<file path="config.mk">
export PLATFORM = sky130hd
export DESIGN_NAME = rstc_ctrl
export DESIGN_NICKNAME = d
export VERILOG_FILES = /design/src/rstc_pkg.sv /design/src/rstc_ctrl.sv
export SDC_FILE = /design/constraint.sdc
export NUM_CORES = 1
export LEC_CHECK = 0
export BUFFER_PORTS_ARGS = -buffer_cell sky130_fd_sc_hd__buf_2
export CORE_ASPECT_RATIO = 1.2
export CORE_MARGIN = 2
export CORE_UTILIZATION = 62
export DETAILED_ROUTE_END_ITERATION = 10
export GPL_TIMING_DRIVEN = 0
export PLACE_DENSITY = 0.81
export SLEW_MARGIN = 20
export SYNTH_ARGS = -nofsm -noshare
export SYNTH_HDL_FRONTEND = slang
export SYNTH_SLANG_ARGS = --single-unit
</file>
<file path="constraint.sdc">
create_clock -name pclk -period 6.1 [get_ports pclk]
set_input_delay 0.61 -clock pclk [delete_from_list [all_inputs] [get_ports pclk]]
set_output_delay 0.61 -clock pclk [all_outputs]
set_load 0.01 [all_outputs]
</file>
<file path="src/rstc_pkg.sv">
// package: register map, field layout and timing counts of the radio timing control
package rstc_pkg;

  // register byte offsets (apb, one aligned word each)
  localparam logic [7:0] OFS_CTRL      = 8'h00;
  localparam logic [7:0] OFS_STROBE    = 8'h04;
  localparam logic [7:0] OFS_BASE      = 8'h08;
  localparam logic [7:0] OFS_SPACING   = 8'h0C;
  localparam logic [7:0] OFS_SLOT      = 8'h10;
  localparam logic [7:0] OFS_IFTUNE    = 8'h14;
  localparam logic [7:0] OFS_POWER     = 8'h18;
  localparam logic [7:0] OFS_RXTIME    = 8'h1C;
  localparam logic [7:0] OFS_STATUS    = 8'h20;
  localparam logic [7:0] OFS_CARRIER   = 8'h24;
  localparam logic [7:0] OFS_SPCWORD   = 8'h28;
  localparam logic [7:0] OFS_IFWORD    = 8'h2C;

  // strobe register bit positions
  localparam int STB_RX    = 0;
  localparam int STB_TX    = 1;
  localparam int STB_FSTX  = 2;
  localparam int STB_IDLE  = 3;
  localparam int STB_CAL   = 4;

  // ctrl register field positions
  localparam int CTL_CAL_LSB   = 0;
  localparam int CTL_QUAL      = 2;
  localparam int CTL_CSTERM    = 3;
  localparam int CTL_RXOFF_LSB = 4;
  localparam int CTL_TXOFF_LSB = 6;

  // reset values
  localparam logic [23:0] RST_BASE    = 24'h000000;
  localparam logic [7:0]  RST_MANT    = 8'h00;
  localparam logic [1:0]  RST_EXP     = 2'h0;
  localparam logic [7:0]  RST_SLOT    = 8'h00;
  localparam logic [4:0]  RST_IFTUNE  = 5'h00;
  localparam logic [7:0]  RST_POWER   = 8'h00;
  localparam logic [15:0] RST_RXTIME  = 16'h0000;
  localparam logic [7:0]  RST_CTRL    = 8'h00;

  // transition counts in system clock cycles; CYC_AUTO_PERIOD counts automatic returns to idle
  localparam int CYC_IDLE_RX     = 1953;
  localparam int CYC_IDLE_ACT_CAL = 20768;
  localparam int CYC_IDLE_TX     = 1954;
  localparam int CYC_TURN        = 782;
  localparam int CYC_TX_IDLE_CAL = 18815;
  localparam int CYC_RX_IDLE     = 2;
  localparam int CYC_RX_IDLE_CAL = 18817;
  localparam int CYC_MAN_CAL     = 19098;
  localparam int CYC_AUTO_PERIOD = 4;

  typedef enum logic [1:0] {
    RSTC_CAL_NEVER, RSTC_CAL_TO_ACTIVE, RSTC_CAL_TO_IDLE, RSTC_CAL_FOURTH
  } rstc_cal_mode_t;

  typedef enum logic [1:0] {
    RSTC_OFF_IDLE, RSTC_OFF_FSTX, RSTC_OFF_TX, RSTC_OFF_RX
  } rstc_off_t;

  // receiver indications from the demodulator
  typedef struct packed {
    logic sync_found;
    logic pqt_above;
    logic cs_valid;
    logic cs_carrier;
    logic pkt_done;
  } rstc_rx_ind_t;

endpackage : rstc_pkg

</file>
<file path="src/rstc_ctrl.sv">
// radio state timing and control block with apb register slave
`timescale 1ns/100ps
`default_nettype none
module rstc_ctrl
  import rstc_pkg::*;
#(
  parameter int IDLE_ACT_CAL = CYC_IDLE_ACT_CAL,
  parameter int TX_IDLE_CAL  = CYC_TX_IDLE_CAL,
  parameter int RX_IDLE_CAL  = CYC_RX_IDLE_CAL,
  parameter int MAN_CAL      = CYC_MAN_CAL
) (
  // clock and reset
  input  wire logic         pclk,
  input  wire logic         presetn,
  // apb slave
  input  wire logic         psel,
  input  wire logic         penable,
  input  wire logic         pwrite,
  input  wire logic [7:0]   paddr,
  input  wire logic [31:0]  pwdata,
  output logic              pready,
  output logic [31:0]       prdata,
  output logic              pslverr,
  // radio side
  input  wire logic         quarter_sym_tick,
  input  wire rstc_rx_ind_t rx_ind,
  output logic              rx_active_ff,
  output logic              tx_active_ff,
  output logic              synth_on_ff,
  output logic              cal_busy_ff,
  output logic [7:0]        output_power_setting_ff
);

  typedef enum logic [3:0] {
    S_IDLE, S_TO_RX, S_TO_TX, S_TO_FSTX, S_RX, S_TX, S_FSTX,
    S_RX_TO_IDLE, S_TX_TO_IDLE, S_TX_CAL, S_MANCAL, S_RX_CAL
  } rstc_state_t;

  //////////////////////////////////////////////////////////////////////////
  // registers
  rstc_state_t state_ff;
  logic [31:0] cnt_ff;
  logic        qsym_wait_ff;
  logic [15:0] rxtimer_ff;
  logic        cs_seen_ff;
  logic [1:0]  autocnt_ff;
  logic [7:0]  ctrl_ff;
  logic [23:0] carrier_base_word_ff;
  logic [7:0]  spacing_mantissa_ff;
  logic [1:0]  spacing_exponent_ff;
  logic [7:0]  slot_index_ff;
  logic [4:0]  intermediate_tune_word_ff;
  logic [15:0] rx_timeout_ff;
  logic [4:0]  strobe_ff;
  logic [31:0] carrier_word_ff;
  logic [31:0] spacing_word_ff;

  logic        wr_en;
  logic        rd_en;
  logic        qual;
  logic        csterm;
  rstc_cal_mode_t cal_mode;
  rstc_off_t   rxoff;
  rstc_off_t   txoff;

  assign wr_en    = psel & penable & pwrite;
  assign rd_en    = psel & penable & ~pwrite;
  assign cal_mode = rstc_cal_mode_t'(ctrl_ff[CTL_CAL_LSB +: 2]);
  assign qual     = ctrl_ff[CTL_QUAL];
  assign csterm   = ctrl_ff[CTL_CSTERM];
  assign rxoff    = rstc_off_t'(ctrl_ff[CTL_RXOFF_LSB +: 2]);
  assign txoff    = rstc_off_t'(ctrl_ff[CTL_TXOFF_LSB +: 2]);

  // true when an automatic return to idle must calibrate
  function automatic logic auto_cal(input rstc_cal_mode_t m,
                                    input logic [1:0] c);
    auto_cal = (m == RSTC_CAL_TO_IDLE) ||
               ((m == RSTC_CAL_FOURTH) && (c == 2'(CYC_AUTO_PERIOD - 1)));
  endfunction : auto_cal

  //////////////////////////////////////////////////////////////////////////
  // apb write side; strobes live one cycle
  always_ff @(posedge pclk or negedge presetn) begin
    if (!presetn) begin
      ctrl_ff                   <= RST_CTRL;
      carrier_base_word_ff      <= RST_BASE;
      spacing_mantissa_ff       <= RST_MANT;
      spacing_exponent_ff       <= RST_EXP;
      slot_index_ff             <= RST_SLOT;
      intermediate_tune_word_ff <= RST_IFTUNE;
      output_power_setting_ff   <= RST_POWER;
      rx_timeout_ff             <= RST_RXTIME;
      strobe_ff                 <= 5'h00;
    end else begin
      strobe_ff <= 5'h00;
      if (wr_en) begin
        case (paddr)
          OFS_CTRL:    ctrl_ff <= pwdata[7:0];
          OFS_STROBE:  strobe_ff <= pwdata[4:0];
          OFS_BASE:    carrier_base_word_ff <= pwdata[23:0];
          OFS_SPACING: begin
            spacing_mantissa_ff <= pwdata[7:0];
            spacing_exponent_ff <= pwdata[9:8];
          end
          OFS_SLOT:    slot_index_ff <= pwdata[7:0];
          OFS_IFTUNE:  intermediate_tune_word_ff <= pwdata[4:0];
          OFS_POWER:   output_power_setting_ff <= pwdata[7:0];
          OFS_RXTIME:  rx_timeout_ff <= pwdata[15:0];
          default: ;
        endcase
      end
    end
  end

  // apb read side; zero wait states, unmapped reads zero, never an error
  always_ff @(posedge pclk or negedge presetn) begin
    if (!presetn) begin
      prdata  <= 32'h00000000;
      pready  <= 1'b0;
      pslverr <= 1'b0;
    end else begin
      pready  <= psel & ~penable;
      pslverr <= 1'b0;
      if (psel & ~penable & ~pwrite) begin
        case (paddr)
          OFS_CTRL:    prdata <= {24'h000000, ctrl_ff};
          OFS_BASE:    prdata <= {8'h00, carrier_base_word_ff};
          OFS_SPACING: prdata <= {22'h000000, spacing_exponent_ff,
                                  spacing_mantissa_ff};
          OFS_SLOT:    prdata <= {24'h000000, slot_index_ff};
          OFS_IFTUNE:  prdata <= {27'h0000000, intermediate_tune_word_ff};
          OFS_POWER:   prdata <= {24'h000000, output_power_setting_ff};
          OFS_RXTIME:  prdata <= {16'h0000, rx_timeout_ff};
          OFS_STATUS:  prdata <= {26'h0000000, autocnt_ff, state_ff};
          OFS_CARRIER: prdata <= carrier_word_ff;
          OFS_SPCWORD: prdata <= spacing_word_ff;
          OFS_IFWORD:  prdata <= {27'h0000000, intermediate_tune_word_ff};
          default:     prdata <= 32'h00000000;
        endcase
      end else if (rd_en) begin
        prdata <= prdata;
      end
    end
  end

  //////////////////////////////////////////////////////////////////////////
  // frequency word arithmetic, units of fref/2^18 for spacing and
  // fref/2^16 for carrier; software keeps these still outside idle
  always_ff @(posedge pclk or negedge presetn) begin
    if (!presetn) begin
      spacing_word_ff <= 32'h00000000;
      carrier_word_ff <= 32'h00000000;
    end else begin
      spacing_word_ff <= 32'(9'h100 + 9'(spacing_mantissa_ff))
                         << spacing_exponent_ff;
      // slot*(256+m)*2^e/4 in fref/2^16 units, kept with two fraction bits
      carrier_word_ff <= 32'({carrier_base_word_ff, 2'b00}) +
                         32'(slot_index_ff) * spacing_word_ff;
    end
  end

  //////////////////////////////////////////////////////////////////////////
  // radio state machine with transition counters
  always_ff @(posedge pclk or negedge presetn) begin
    if (!presetn) begin
      state_ff     <= S_IDLE;
      cnt_ff       <= 32'h00000000;
      qsym_wait_ff <= 1'b0;
      rxtimer_ff   <= 16'h0000;
      cs_seen_ff   <= 1'b0;
      autocnt_ff   <= 2'h0;
    end else begin
      if (cnt_ff != 32'h00000000) begin
        cnt_ff <= cnt_ff - 32'h00000001;
      end
      if (strobe_ff[STB_IDLE] && state_ff != S_IDLE) begin
        state_ff     <= S_IDLE;
        cnt_ff       <= 32'h00000000;
        qsym_wait_ff <= 1'b0;
      end else begin
        case (state_ff)
          S_IDLE: begin
            if (strobe_ff[STB_CAL]) begin
              state_ff <= S_MANCAL;
              cnt_ff   <= 32'(MAN_CAL - 1);
            end else if (strobe_ff[STB_RX]) begin
              state_ff <= S_TO_RX;
              cnt_ff   <= (cal_mode == RSTC_CAL_TO_ACTIVE) ?
                          32'(IDLE_ACT_CAL - 1) :
                          32'(CYC_IDLE_RX - 1);
            end else if (strobe_ff[STB_TX] || strobe_ff[STB_FSTX]) begin
              state_ff <= strobe_ff[STB_TX] ? S_TO_TX : S_TO_FSTX;
              cnt_ff   <= (cal_mode == RSTC_CAL_TO_ACTIVE) ?
                          32'(IDLE_ACT_CAL - 1) :
                          32'(CYC_IDLE_TX - 1);
            end
          end
          S_TO_RX: if (cnt_ff == 32'h00000000 && !qsym_wait_ff) begin
            state_ff   <= S_RX;
            rxtimer_ff <= rx_timeout_ff;
            cs_seen_ff <= 1'b0;
          end else if (cnt_ff == 32'h00000000 && quarter_sym_tick) begin
            qsym_wait_ff <= 1'b0;
          end
          S_TO_TX, S_TO_FSTX: if (cnt_ff == 32'h00000000) begin
            state_ff <= (state_ff == S_TO_TX) ? S_TX : S_FSTX;
          end
          S_FSTX: if (strobe_ff[STB_TX]) begin
            state_ff <= S_TX;
          end else if (strobe_ff[STB_RX]) begin
            state_ff <= S_TO_RX;
            cnt_ff   <= 32'(CYC_TURN - 1);
          end
          S_RX: begin
            if (rxtimer_ff != 16'h0000) begin
              rxtimer_ff <= rxtimer_ff - 16'h0001;
            end
            if (rx_ind.cs_valid) begin
              cs_seen_ff <= 1'b1;
            end
            if (strobe_ff[STB_TX] || strobe_ff[STB_FSTX]) begin
              state_ff <= strobe_ff[STB_TX] ? S_TO_TX : S_TO_FSTX;
              cnt_ff   <= 32'(CYC_TURN - 1);
            end else if (csterm && rx_ind.cs_valid && !cs_seen_ff &&
                         !rx_ind.cs_carrier) begin
              // a termination is an automatic return, so it may calibrate
              state_ff   <= auto_cal(cal_mode, autocnt_ff) ?
                            S_RX_CAL : S_RX_TO_IDLE;
              cnt_ff     <= auto_cal(cal_mode, autocnt_ff) ?
                            32'(RX_IDLE_CAL - 1) :
                            32'(CYC_RX_IDLE - 1);
              autocnt_ff <= autocnt_ff + 2'h1;
            end else if (rx_timeout_ff != 16'h0000 &&
                         rxtimer_ff == 16'h0001 && !rx_ind.sync_found &&
                         !(qual && rx_ind.pqt_above)) begin
              state_ff   <= auto_cal(cal_mode, autocnt_ff) ?
                            S_RX_CAL : S_RX_TO_IDLE;
              cnt_ff     <= auto_cal(cal_mode, autocnt_ff) ?
                            32'(RX_IDLE_CAL - 1) :
                            32'(CYC_RX_IDLE - 1);
              autocnt_ff <= autocnt_ff + 2'h1;
            end else if (rx_ind.pkt_done) begin
              case (rxoff)
                RSTC_OFF_IDLE: begin
                  state_ff   <= auto_cal(cal_mode, autocnt_ff) ?
                                S_RX_CAL : S_RX_TO_IDLE;
                  cnt_ff     <= auto_cal(cal_mode, autocnt_ff) ?
                                32'(RX_IDLE_CAL - 1) :
                                32'(CYC_RX_IDLE - 1);
                  autocnt_ff <= autocnt_ff + 2'h1;
                end
                RSTC_OFF_FSTX: state_ff <= S_FSTX;
                RSTC_OFF_TX: begin
                  state_ff <= S_TO_TX;
                  cnt_ff   <= 32'(CYC_TURN - 1);
                end
                default: rxtimer_ff <= rx_timeout_ff;
              endcase
            end
          end
          S_TX: if (strobe_ff[STB_RX]) begin
            state_ff     <= S_TO_RX;
            cnt_ff       <= 32'(CYC_TURN - 1);
            qsym_wait_ff <= 1'b1;
          end else if (rx_ind.pkt_done) begin
            case (txoff)
              RSTC_OFF_IDLE: begin
                state_ff     <= S_TX_TO_IDLE;
                qsym_wait_ff <= auto_cal(cal_mode, autocnt_ff);
                autocnt_ff   <= autocnt_ff + 2'h1;
              end
              RSTC_OFF_FSTX: state_ff <= S_FSTX;
              RSTC_OFF_RX: begin
                state_ff     <= S_TO_RX;
                cnt_ff       <= 32'(CYC_TURN - 1);
                qsym_wait_ff <= 1'b1;
              end
              default: ;
            endcase
          end
          S_TX_TO_IDLE: if (quarter_sym_tick) begin
            if (qsym_wait_ff) begin
              state_ff <= S_TX_CAL;
              cnt_ff   <= 32'(TX_IDLE_CAL - 1);
            end else begin
              state_ff <= S_IDLE;
            end
            qsym_wait_ff <= 1'b0;
          end
          S_RX_TO_IDLE, S_RX_CAL, S_TX_CAL, S_MANCAL: begin
            if (cnt_ff == 32'h00000000) begin
              state_ff <= S_IDLE;
            end
          end
          default: state_ff <= S_IDLE;
        endcase
      end
    end
  end

  //////////////////////////////////////////////////////////////////////////
  // registered radio outputs; calibration results live in the analog
  // block and are untouched by this path, whose flops presetn clears to zero
  always_ff @(posedge pclk or negedge presetn) begin
    if (!presetn) begin
      rx_active_ff <= 1'b0;
      tx_active_ff <= 1'b0;
      synth_on_ff  <= 1'b0;
      cal_busy_ff  <= 1'b0;
    end else begin
      rx_active_ff <= (state_ff == S_RX);
      tx_active_ff <= (state_ff == S_TX);
      synth_on_ff  <= (state_ff != S_IDLE) && (state_ff != S_MANCAL);
      cal_busy_ff  <= (state_ff == S_MANCAL) || (state_ff == S_TX_CAL) ||
                      (state_ff == S_RX_CAL);
    end
  end

  //////////////////////////////////////////////////////////////////////////
  // checks
  a_manual_cal_len: assert property (@(posedge pclk) disable iff (!presetn)
    $rose(state_ff == S_MANCAL) |-> (cnt_ff == 32'(MAN_CAL - 1)))
    else $error("manual calibration length wrong");
  a_idle_no_cal: assert property (@(posedge pclk) disable iff (!presetn)
    (strobe_ff[STB_IDLE] && state_ff != S_IDLE) |=> state_ff == S_IDLE)
    else $error("forced idle did not reach idle");
  a_rx_idle_fast: assert property (@(posedge pclk) disable iff (!presetn)
    (state_ff == S_RX_TO_IDLE && cnt_ff == 32'h00000001 &&
     !strobe_ff[STB_IDLE]) |=> ##1 state_ff == S_IDLE)
    else $error("receive to idle timing wrong");
  a_cs_term_idle: assert property (@(posedge pclk) disable iff (!presetn)
    (state_ff == S_RX && csterm && rx_ind.cs_valid && !cs_seen_ff &&
     !rx_ind.cs_carrier && !strobe_ff[STB_IDLE] && !strobe_ff[STB_TX] &&
     !strobe_ff[STB_FSTX]) |=>
     state_ff inside {S_RX_TO_IDLE, S_RX_CAL})
    else $error("carrier sense termination missed");
  a_idle_rx_len: assert property (@(posedge pclk) disable iff (!presetn)
    (state_ff == S_IDLE && strobe_ff[STB_RX] && !strobe_ff[STB_CAL] &&
     cal_mode != RSTC_CAL_TO_ACTIVE) |=>
     cnt_ff == 32'(CYC_IDLE_RX - 1))
    else $error("idle to receive count wrong");
  a_idle_tx_len: assert property (@(posedge pclk) disable iff (!presetn)
    (state_ff == S_IDLE && strobe_ff[STB_TX] && !strobe_ff[STB_CAL] &&
     !strobe_ff[STB_RX] && !strobe_ff[STB_IDLE] &&
     cal_mode != RSTC_CAL_TO_ACTIVE) |=>
     cnt_ff == 32'(CYC_IDLE_TX - 1))
    else $error("idle to transmit count wrong");
  a_turn_len: assert property (@(posedge pclk) disable iff (!presetn)
    (state_ff == S_RX && strobe_ff[STB_TX] && !strobe_ff[STB_IDLE]) |=>
     state_ff == S_TO_TX && cnt_ff == 32'(CYC_TURN - 1))
    else $error("turnaround count wrong");
  a_timer_load: assert property (@(posedge pclk) disable iff (!presetn)
    $rose(state_ff == S_RX) |-> rxtimer_ff == $past(rx_timeout_ff))
    else $error("termination timer not loaded");

endmodule : rstc_ctrl
`default_nettype wire

</file>
Yosys cells after proc, flatten, opt, wreduce, memory -nomap -nowiden. Index checks and enable logic that the tools add are counted.

Bits in registers: 241. Bits of input ports: 51. Output and inout bits: 46. Word-level logic and storage cells: 214.

Add/subtract/negate cells: 5. Multipliers: 1. Eq/ne operators: 53. Shifts and indexed selects: 1. Mux-type cells: 75. Bitwise gates (word level): 7. Reductions and logical operators: 49.

Operator list (number): 32-bit two-way mux (16); 32-bit case mux with 10 select lines (1); 32-bit case mux with 5 select lines (1); 16-bit two-way mux (7); 4-bit two-way mux (18); 32-bit case mux with 2 select lines (1); 15-bit two-way mux (3); 26-bit by 32-bit adder with 32-bit output (1); 8-bit by 5-bit equality test with 1-bit output, second input constant (4); 8-bit by 6-bit equality test with 1-bit output, second input constant (4); 32-bit zero test (1); 8-bit by 32-bit multiplier with 32-bit output (1); 16-bit case mux with 2 select lines (1); 4-bit case mux with 8 select lines (1); 16-bit nonzero test (2); 32-bit nonzero test (1); 10-bit by 2-bit << shifter with 32-bit output (1); 32-bit by 1-bit subtractor with 32-bit output, second input constant (1); 4-bit case mux with 3 select lines (2); 2-bit two-way mux (9); 3-bit != test, second input constant (6); 16-bit by 1-bit equality test with 1-bit output, second input constant (1); 4-bit by 3-bit equality test with 1-bit output, second input constant (4); 4-bit equality test, second input constant (4); other kinds (42) (100).

Logic depth before layout (Yosys ltp). Gate-level depths: netlist of the first run.

Depth in word-level cells: 11. Depth in mapped cells: 18. Depth with buffers taken out: 17.

Worst setup path before layout of the first run. No wires, ideal clock.

Kind: flip-flop to flip-flop. Start point: register slot_index_ff[0]. End point: register carrier_word_ff[23]. Library setup time: 0.131 ns. Arrival: 4.532 ns. Required time: 5.969 ns. Setup slack: 1.437 ns. Cell stages (with the launch flop): 18. Path buffers: 1. Clock period less this slack: 4.663 ns. Cells stage by stage: dfrtp_1 > clkbuf_1 > nand2_1 > fa_1 > inv_1 > fa_1 > fa_1 > inv_1 > fa_1 > inv_1 > ha_1 > a21oi_1 > nand2_1 > a2111oi_0 > o31ai_1 > a41oi_1 > o21ai_0 > xor2_1.

Word-level cells in the longest chain between the ends: 2.

RTL lines: start: declaration (RTL line rstc_ctrl.sv:51) `logic [7:0] slot_index_ff;`; start signal: assignment (RTL line rstc_ctrl.sv:105) `OFS_SLOT: slot_index_ff <= pwdata[7:0];`; 8-bit by 32-bit multiplier with 32-bit output (RTL line rstc_ctrl.sv:158) `32'(slot_index_ff) * spacing_word_ff;`; 26-bit by 32-bit adder with 32-bit output (RTL line rstc_ctrl.sv:157) `carrier_word_ff <= 32'({carrier_base_word_ff, 2'b00}) +`; end signal: assignment (RTL line rstc_ctrl.sv:157); end: declaration (RTL line rstc_ctrl.sv:55) `logic [31:0] carrier_word_ff;`.

Every way passes these cells. A chain may end at the register's enable or synchronous reset.

Worst setup path in the final report of the first run.
Start point: register slot_index_ff[1]. End point: register carrier_word_ff[23].

The elaborated chain is that of the path after synthesis.

==> results of run 1 <==
## layer usage
metal,up-vias,track usage [%],share of wire (%)
li1,5181,-,-
met1,5681,39.9,38
met2,506,56.4,51
met3,130,4.44,7.0
met4,0,13.0,4.4
met5,-,0,0
## cells in the mapped netlist, drive strengths merged (9+ instances only)
library cell / instances / area (sq um)
inv: 144 / 541
dfrtp: 211 / 5280
xor2: 17 / 149
nand2b: 25 / 156
xnor2: 32 / 280
ha: 51 / 638
mux2: 85 / 957
or4: 12 / 93.8
o22ai: 10 / 62.6
a21oi: 56 / 280
nor3: 37 / 185
a222oi: 12 / 120
and3: 10 / 62.6
a211oi: 9 / 72.6
mux2i: 15 / 150
a22oi: 35 / 263
a22o: 10 / 87.6
a31oi: 14 / 87.6
nand2: 100 / 375
a21o: 10 / 75.1
buf: 13 / 91.3
o21ai: 54 / 278
nand3: 29 / 145
fa: 77 / 1540
clkbuf: 55 / 206
nor4: 14 / 87.6
nor2: 90 / 338
and2: 76 / 475
or3: 12 / 75.1
## area by class of cell
type / instances / area [sq um]
Clock buffer: 30 / 642
Clock inverter: 11 / 154
Sequential cell: 211 / 5280
Buffer: 68 / 298
Antenna cell: 1 / 2.50
Tap cell: 279 / 349
Multi-Input combinational cell: 1006 / 7980
Fill cell: 1692 / 6660
Timing Repair Buffer: 82 / 465
Inverter: 144 / 541
## registers in the layout, indices dropped and copies added, names as in the netlist, 2 cells and up
| signal | cells |
|---|---|
| cnt_ff | 32 |
| carrier_word_ff | 27 |
| prdata | 27 |
| carrier_base_word_ff | 24 |
| rx_timeout_ff | 16 |
| rxtimer_ff | 16 |
| spacing_word_ff | 12 |
| ctrl_ff | 8 |
| output_power_setting_ff | 8 |
| slot_index_ff | 8 |
| spacing_mantissa_ff | 8 |
| intermediate_tune_word_ff | 5 |
| strobe_ff | 5 |
| state_ff | 4 |
| autocnt_ff | 2 |
| spacing_exponent_ff | 2 |
## power groups by stage
stage / Sequential, mW / Clock [mW] / Combinational [mW]
floorplan: 1.72 / 0 / 1.28
global placement: 1.75 / 0 / 1.67
detailed placement: 1.76 / 0 / 1.70
CTS: 1.74 / 1.46 / 1.72
global route: 1.76 / 1.52 / 1.92
finish: 1.74 / 1.45 / 1.74
## worst paths after layout
kind | slack [ps] | from | to
min in group pclk | 280 | penable | pready
max in group asynchronous | 5320 | presetn | carrier_base_word_ff[20]
worst min-delay path | 20 | presetn | synth_on_ff
worst min register to register | 480 | prdata[25] | prdata[25]
worst max register to register | 420 | slot_index_ff[1] | carrier_word_ff[23]
worst max-delay path | 420 | slot_index_ff[1] | carrier_word_ff[23]
## worst max-delay path: stages (launching register included)
cell,delay (ps)
dfrtp_1,470
clkbuf_1,470
nand2_1,140
fa_1,510
inv_1,60
fa_1,490
fa_1,550
inv_1,50
fa_1,510
inv_1,50
ha_1,400
inv_1,110
a211oi_1,440
a2111oi_0,150
o31ai_1,460
a41oi_1,290
o21ai_0,280
xor2_1,180
## cell families (layout without fill, tap and decap cells)
| kind of cell | Yosys count | count (layout) | synth area share (%) |
|---|---|---|---|
| AND/OR/NAND/NOR | 441 | 441 | 16.2 |
| AO/OA/AOI/OAI | 279 | 279 | 13.5 |
| buffers and inverters | 212 | 335 | 5.95 |
| flip-flops | 211 | 211 | 37.5 |
| adder cells (fa/ha/maj) | 129 | 129 | 15.6 |
| multiplexers | 102 | 102 | 8.19 |
| XOR/XNOR | 49 | 49 | 3.05 |
| other | 1 | 7 | 0.0266 |
==> impl_metrics.csv, run 1 <==
group,metric,value,unit
run_status,outcome,"complete, no violations",
cts,clock_latency,520,ps
power,p_leak,7.71,nW
synth,ys.flop_type,"dfrtp_1",
cts,ctsHtreeMaxLevel,1,
global_route,antenna_found_initial,1,
cts,cts_tree,"yes",
cts,cts_buffers,23,
power,power,4.93,mW
sta,setup_viol,0,
synth,ys_seq_area_share,37.5,%
sta,maxSlewViolCount,0,
floorplanning,die-height,169,um
routing,viasPerCell,6.28,
power,p_int,3.12,mW
synth,syn_area,14100,sq um
routing,avgRoutedWirePerCell,20.4,um
placement,dpl-instance-area,14900,sq um
worst_setup_path,r2r_cells,17,
cts,ctsResizeCount,0,
worst_setup_path,worstSetupPathType,"reg2reg",
placement,place_inst,1790,
routing,postRouteAntennaNets,0,
layout,final_cell_mix,"dfrtp_1 (211), inv_1 (144), nand2_1 (100)",
routing,via_count,11500,
floorplanning,initial_core_util,62.9,%
synth,synth_seq_cells,211,
global_route,grt_max_degree,81,
worst_setup_path,crit_required,6530,ps
cts,cts_hold_buf,0,
cts,cts_buffer_depth,3,
synth,synthArstFlopShare,100,%
floorplanning,die_x,142,um
layout,final-instance-count-excl-fill,1832,
flow_run,cap_violations,0,
cts,root_buffer,"clkbuf_16",
worst_setup_path,crit_path_max_fanout,10,
cts,cts.sinks,211,
placement,dp_slack,493,ps
sta,setup_slack,416,ps
synth,synth_edf_count,0,
placement,portBuffers,80,
synth,synthCells,1424,
synth,synthDistinctLibCells,73,
hold_path,hold_class,"in2async",
floorplanning,boundaryPins,97,
synth,synth_warnings,0,
sta,clock_skew,13.1,ps
layout,final_nets,1715,
routing,first_pass_iters,6,
power,power_density,314,nW/um^2
power,share_seq_of_total_power,35.3,%
power,pwr-share-clk,29.5,%
floorplanning,dieArea,23900,sq um
floorplanning,rows,60,
worst_setup_path,endpoint_kind,"register",
routing,drcViolationCount,0,
routing,drtIter0Drc,852,
sta,tightestPinTransition,940,ps
layout,syn_to_final_growth,11.6,%
sta,tns,0,ps
power,power_frac_comb,35.2,%
floorplanning,fp.coreArea,22400,sq um
worst_setup_path,crit_arrival,6120,ps
sta,min_period,5680,ps
sta,fmax,0.176,GHz
placement,routabilityCongestion,0.927,
cts,post_cts_buffers,0,
placement,dp_hpwl,27.9,mm
synth,synth.avg_cell_area,9.89,sq um
power,p_sw,1.81,mW
routing,routed_wl,37.3,mm
layout,post-route-util,70.2,%
layout,design_area,15700,sq um
global_route,grt_pass1_vias,11800,
power,ir_worst_vdd,0.000232,V
sta,hold_ws,17.2,ps
global_route,grt-ovfl-total,0,
worst_setup_path,cp-start-kind,"register",
global_route,grt_usage,32.1,%
sta,finalCritPeriodShare,93.2,%
layout,drive_above_1_share,15.1,%
sta,slew_headroom,36.8,%
global_route,grt_pass1_wl,60.7,mm
cts,clkTransAtPathRegs,60,ps
sta,hold_viol,0,
power,swShare,36.6,%
layout,layout_commonest_cell,"dfrtp_1",
sta,rsz0062_at_grt,"no",
(Power assumes the default switching activity.)
==> run 2, diff against run 1 <==
--- a/config.mk
+++ b/config.mk
@@ -12,6 +12,7 @@
 export DETAILED_ROUTE_END_ITERATION = 10
 export GPL_TIMING_DRIVEN = 0
 export PLACE_DENSITY = 0.81
+export RECOVER_POWER = 100
 export SLEW_MARGIN = 20
 export SYNTH_ARGS = -nofsm -noshare
 export SYNTH_HDL_FRONTEND = slang
==> impl_metrics.csv, run 2 (synthesis gave the netlist of run 1 again) <==
group,metric,value,unit
placement,routabilityCongestion,0.927,
routing,routed_wl,37.4,mm
floorplanning,initial_core_util,62.9,%
hold_path,hold_class,"in2reg",
placement,place_inst,1790,
sta,hold_viol,0,
global_route,grt_usage,32.1,%
layout,final-instance-count-excl-fill,1832,
cts,cts_buffers,23,
sta,setup_viol,0,
power,swShare,36.7,%
cts,ctsResizeCount,0,
floorplanning,dieArea,23900,sq um
layout,regArea,5280,sq um
worst_setup_path,worstSetupPathType,"reg2reg",
worst_setup_path,r2r_cells,17,
placement,portBuffers,80,
cts,post_cts_buffers,0,
routing,drtIter0Drc,917,
routing,avgRoutedWirePerCell,20.4,um
power,power_density,314,nW/um^2
sta,tightestPinTransition,3190,ps
sta,rsz0062_at_grt,"no",
power,share_seq_of_total_power,35.6,%
floorplanning,die-height,169,um
global_route,grt_pass1_vias,11800,
cts,cts_tree,"yes",
placement,dp_hpwl,27.9,mm
power,p_sw,1.79,mW
worst_setup_path,regToRegStartpoint,"slot_index_ff[1]",
sta,maxSlewViolCount,216,
run_status,outcome,"finished with violations",
layout,multi_input_area,7950,sq um
layout,largest_register,"cnt_ff",
worst_setup_path,crit_arrival,6100,ps
power,ir_worst_vdd,0.000227,V
layout,drive_above_1_share,11.5,%
global_route,globalRouteMet1Util,39.9,%
sta,fmax,0.176,GHz
flow_run,cap_violations,3,
hold_path,hold_depth,2,
routing,drcViolationCount,0,
cts,cts.sinks,211,
layout,final_nets,1715,
worst_setup_path,cp-start-kind,"register",
power,p_leak,7.47,nW
global_route,grt_pass1_wl,60.7,mm
cts,root_buffer,"clkbuf_16",
worst_setup_path,ff2ff_setup_slack,430,ps
global_route,antenna_found_initial,1,
cts,cts_buffer_depth,3,
sta,clock_skew,11.2,ps
sta,hold_ws,282,ps
cts,clkTransAtPathRegs,60,ps
routing,first_pass_iters,6,
power,power_frac_comb,34.7,%
floorplanning,boundaryPins,97,
floorplanning,fp.coreArea,22400,sq um
layout,syn_to_final_growth,10.5,%
global_route,grt_max_degree,81,
global_route,grt-ovfl-total,0,
sta,min_period,5670,ps
layout,top_regs,"cnt_ff: 32 flops, carrier_word_ff: 27 flops, prdata: 27 flops",
layout,final_cell_mix,"dfrtp_1 (211), inv_1 (144), clkbuf_1 (107)",
global_route,grt.met3_usage,4.44,%
sta,finalCritPeriodShare,92.9,%
layout,layout_commonest_cell,"dfrtp_1",
layout,post-route-util,69.5,%
run_status,violations,"max-capacitance violations, max-slew violations",
cts,cts_hold_buf,0,
worst_setup_path,crit_required,6530,ps
cts,clock_latency,520,ps
routing,viasPerCell,6.24,
layout,largest_reg_flops,32,
routing,via_count,11400,
worst_setup_path,cp-startpoint,"slot_index_ff[1]",
worst_setup_path,endpoint_kind,"register",
worst_setup_path,crit_end,"carrier_word_ff[23]",
worst_setup_path,rr_endpoint,"carrier_word_ff[23]",
sta,slew_headroom,-113,%
sta,tns,0,ps
global_route,top_usage_layer,"met2",
floorplanning,die_x,142,um
floorplanning,rows,60,
worst_setup_path,crit_path_max_fanout,10,
power,p_int,3.09,mW
layout,nFillCells,1729,
cts,ctsHtreeMaxLevel,1,
routing,postRouteAntennaNets,0,
power,pwr-share-clk,29.7,%
global_route,use_met2,56.4,%
## run 2: cell types whose count changed in the layout (fill, tap and decap cells not counted), sizes merged
cell / change
clkbuf: +51
buf: -51
## run 2: worst min-delay path by stage
| stage | end | from |
|---|---|---|
| CTS | synth_on_ff | presetn |
| global placement | prdata[4] | prdata[4] |
| detailed placement | prdata[9] | prdata[9] |
| global route | pready | penable |
| floorplan | autocnt_ff[0] | presetn |
| finish | pready | penable |
## run 2: stage by stage
step           power [mW]  instance area [sq um]  setup slack [ps]
2_1_floorplan        3.00                  14100              1440
3_3_place_gp         3.42                  14800               581
3_5_place_dp         3.46                  14900               493
4_1_cts              4.92                  15700               468
5_1_grt              5.17                  15500               128
6_report             4.88                  15500               434
## run 2: layout make-up
type	instances	area share (%)
Multi-Input combinational cell	1006	51.1
Sequential cell	211	34.0
Clock buffer	30	4.13
Inverter	144	3.48
Timing Repair Buffer	82	2.29
Tap cell	279	2.24
Buffer	68	1.79
Clock inverter	11	0.990
Antenna cell	1	0.0161
## run 2: power groups by stage
stage	Clock [mW]	Combinational (mW)	Sequential, mW
after floorplan	0	1.28	1.72
after global placement	0	1.67	1.75
after detailed placement	0	1.70	1.76
after CTS	1.46	1.72	1.74
after global routing	1.52	1.88	1.76
final	1.45	1.69	1.74
## run 2: worst max-delay path: stages (launching register included)
cell	delay, ps
dfrtp_1	470
clkbuf_1	460
nand2_1	140
fa_1	510
inv_1	60
fa_1	490
fa_1	550
inv_1	50
fa_1	510
inv_1	50
ha_1	400
inv_1	110
a211oi_1	440
a2111oi_0	150
o31ai_1	460
a41oi_1	290
o21ai_0	280
xor2_1	180
## run 2: layer usage
layer  wire, um  share of wire [%]  vias to the layer above
met5          0                  0                        -
met4       1670                4.5                        0
met3       2480                6.6                      132
met2      19000                 51                      475
met1      14300                 38                     5661
li1           -                  -                     5167
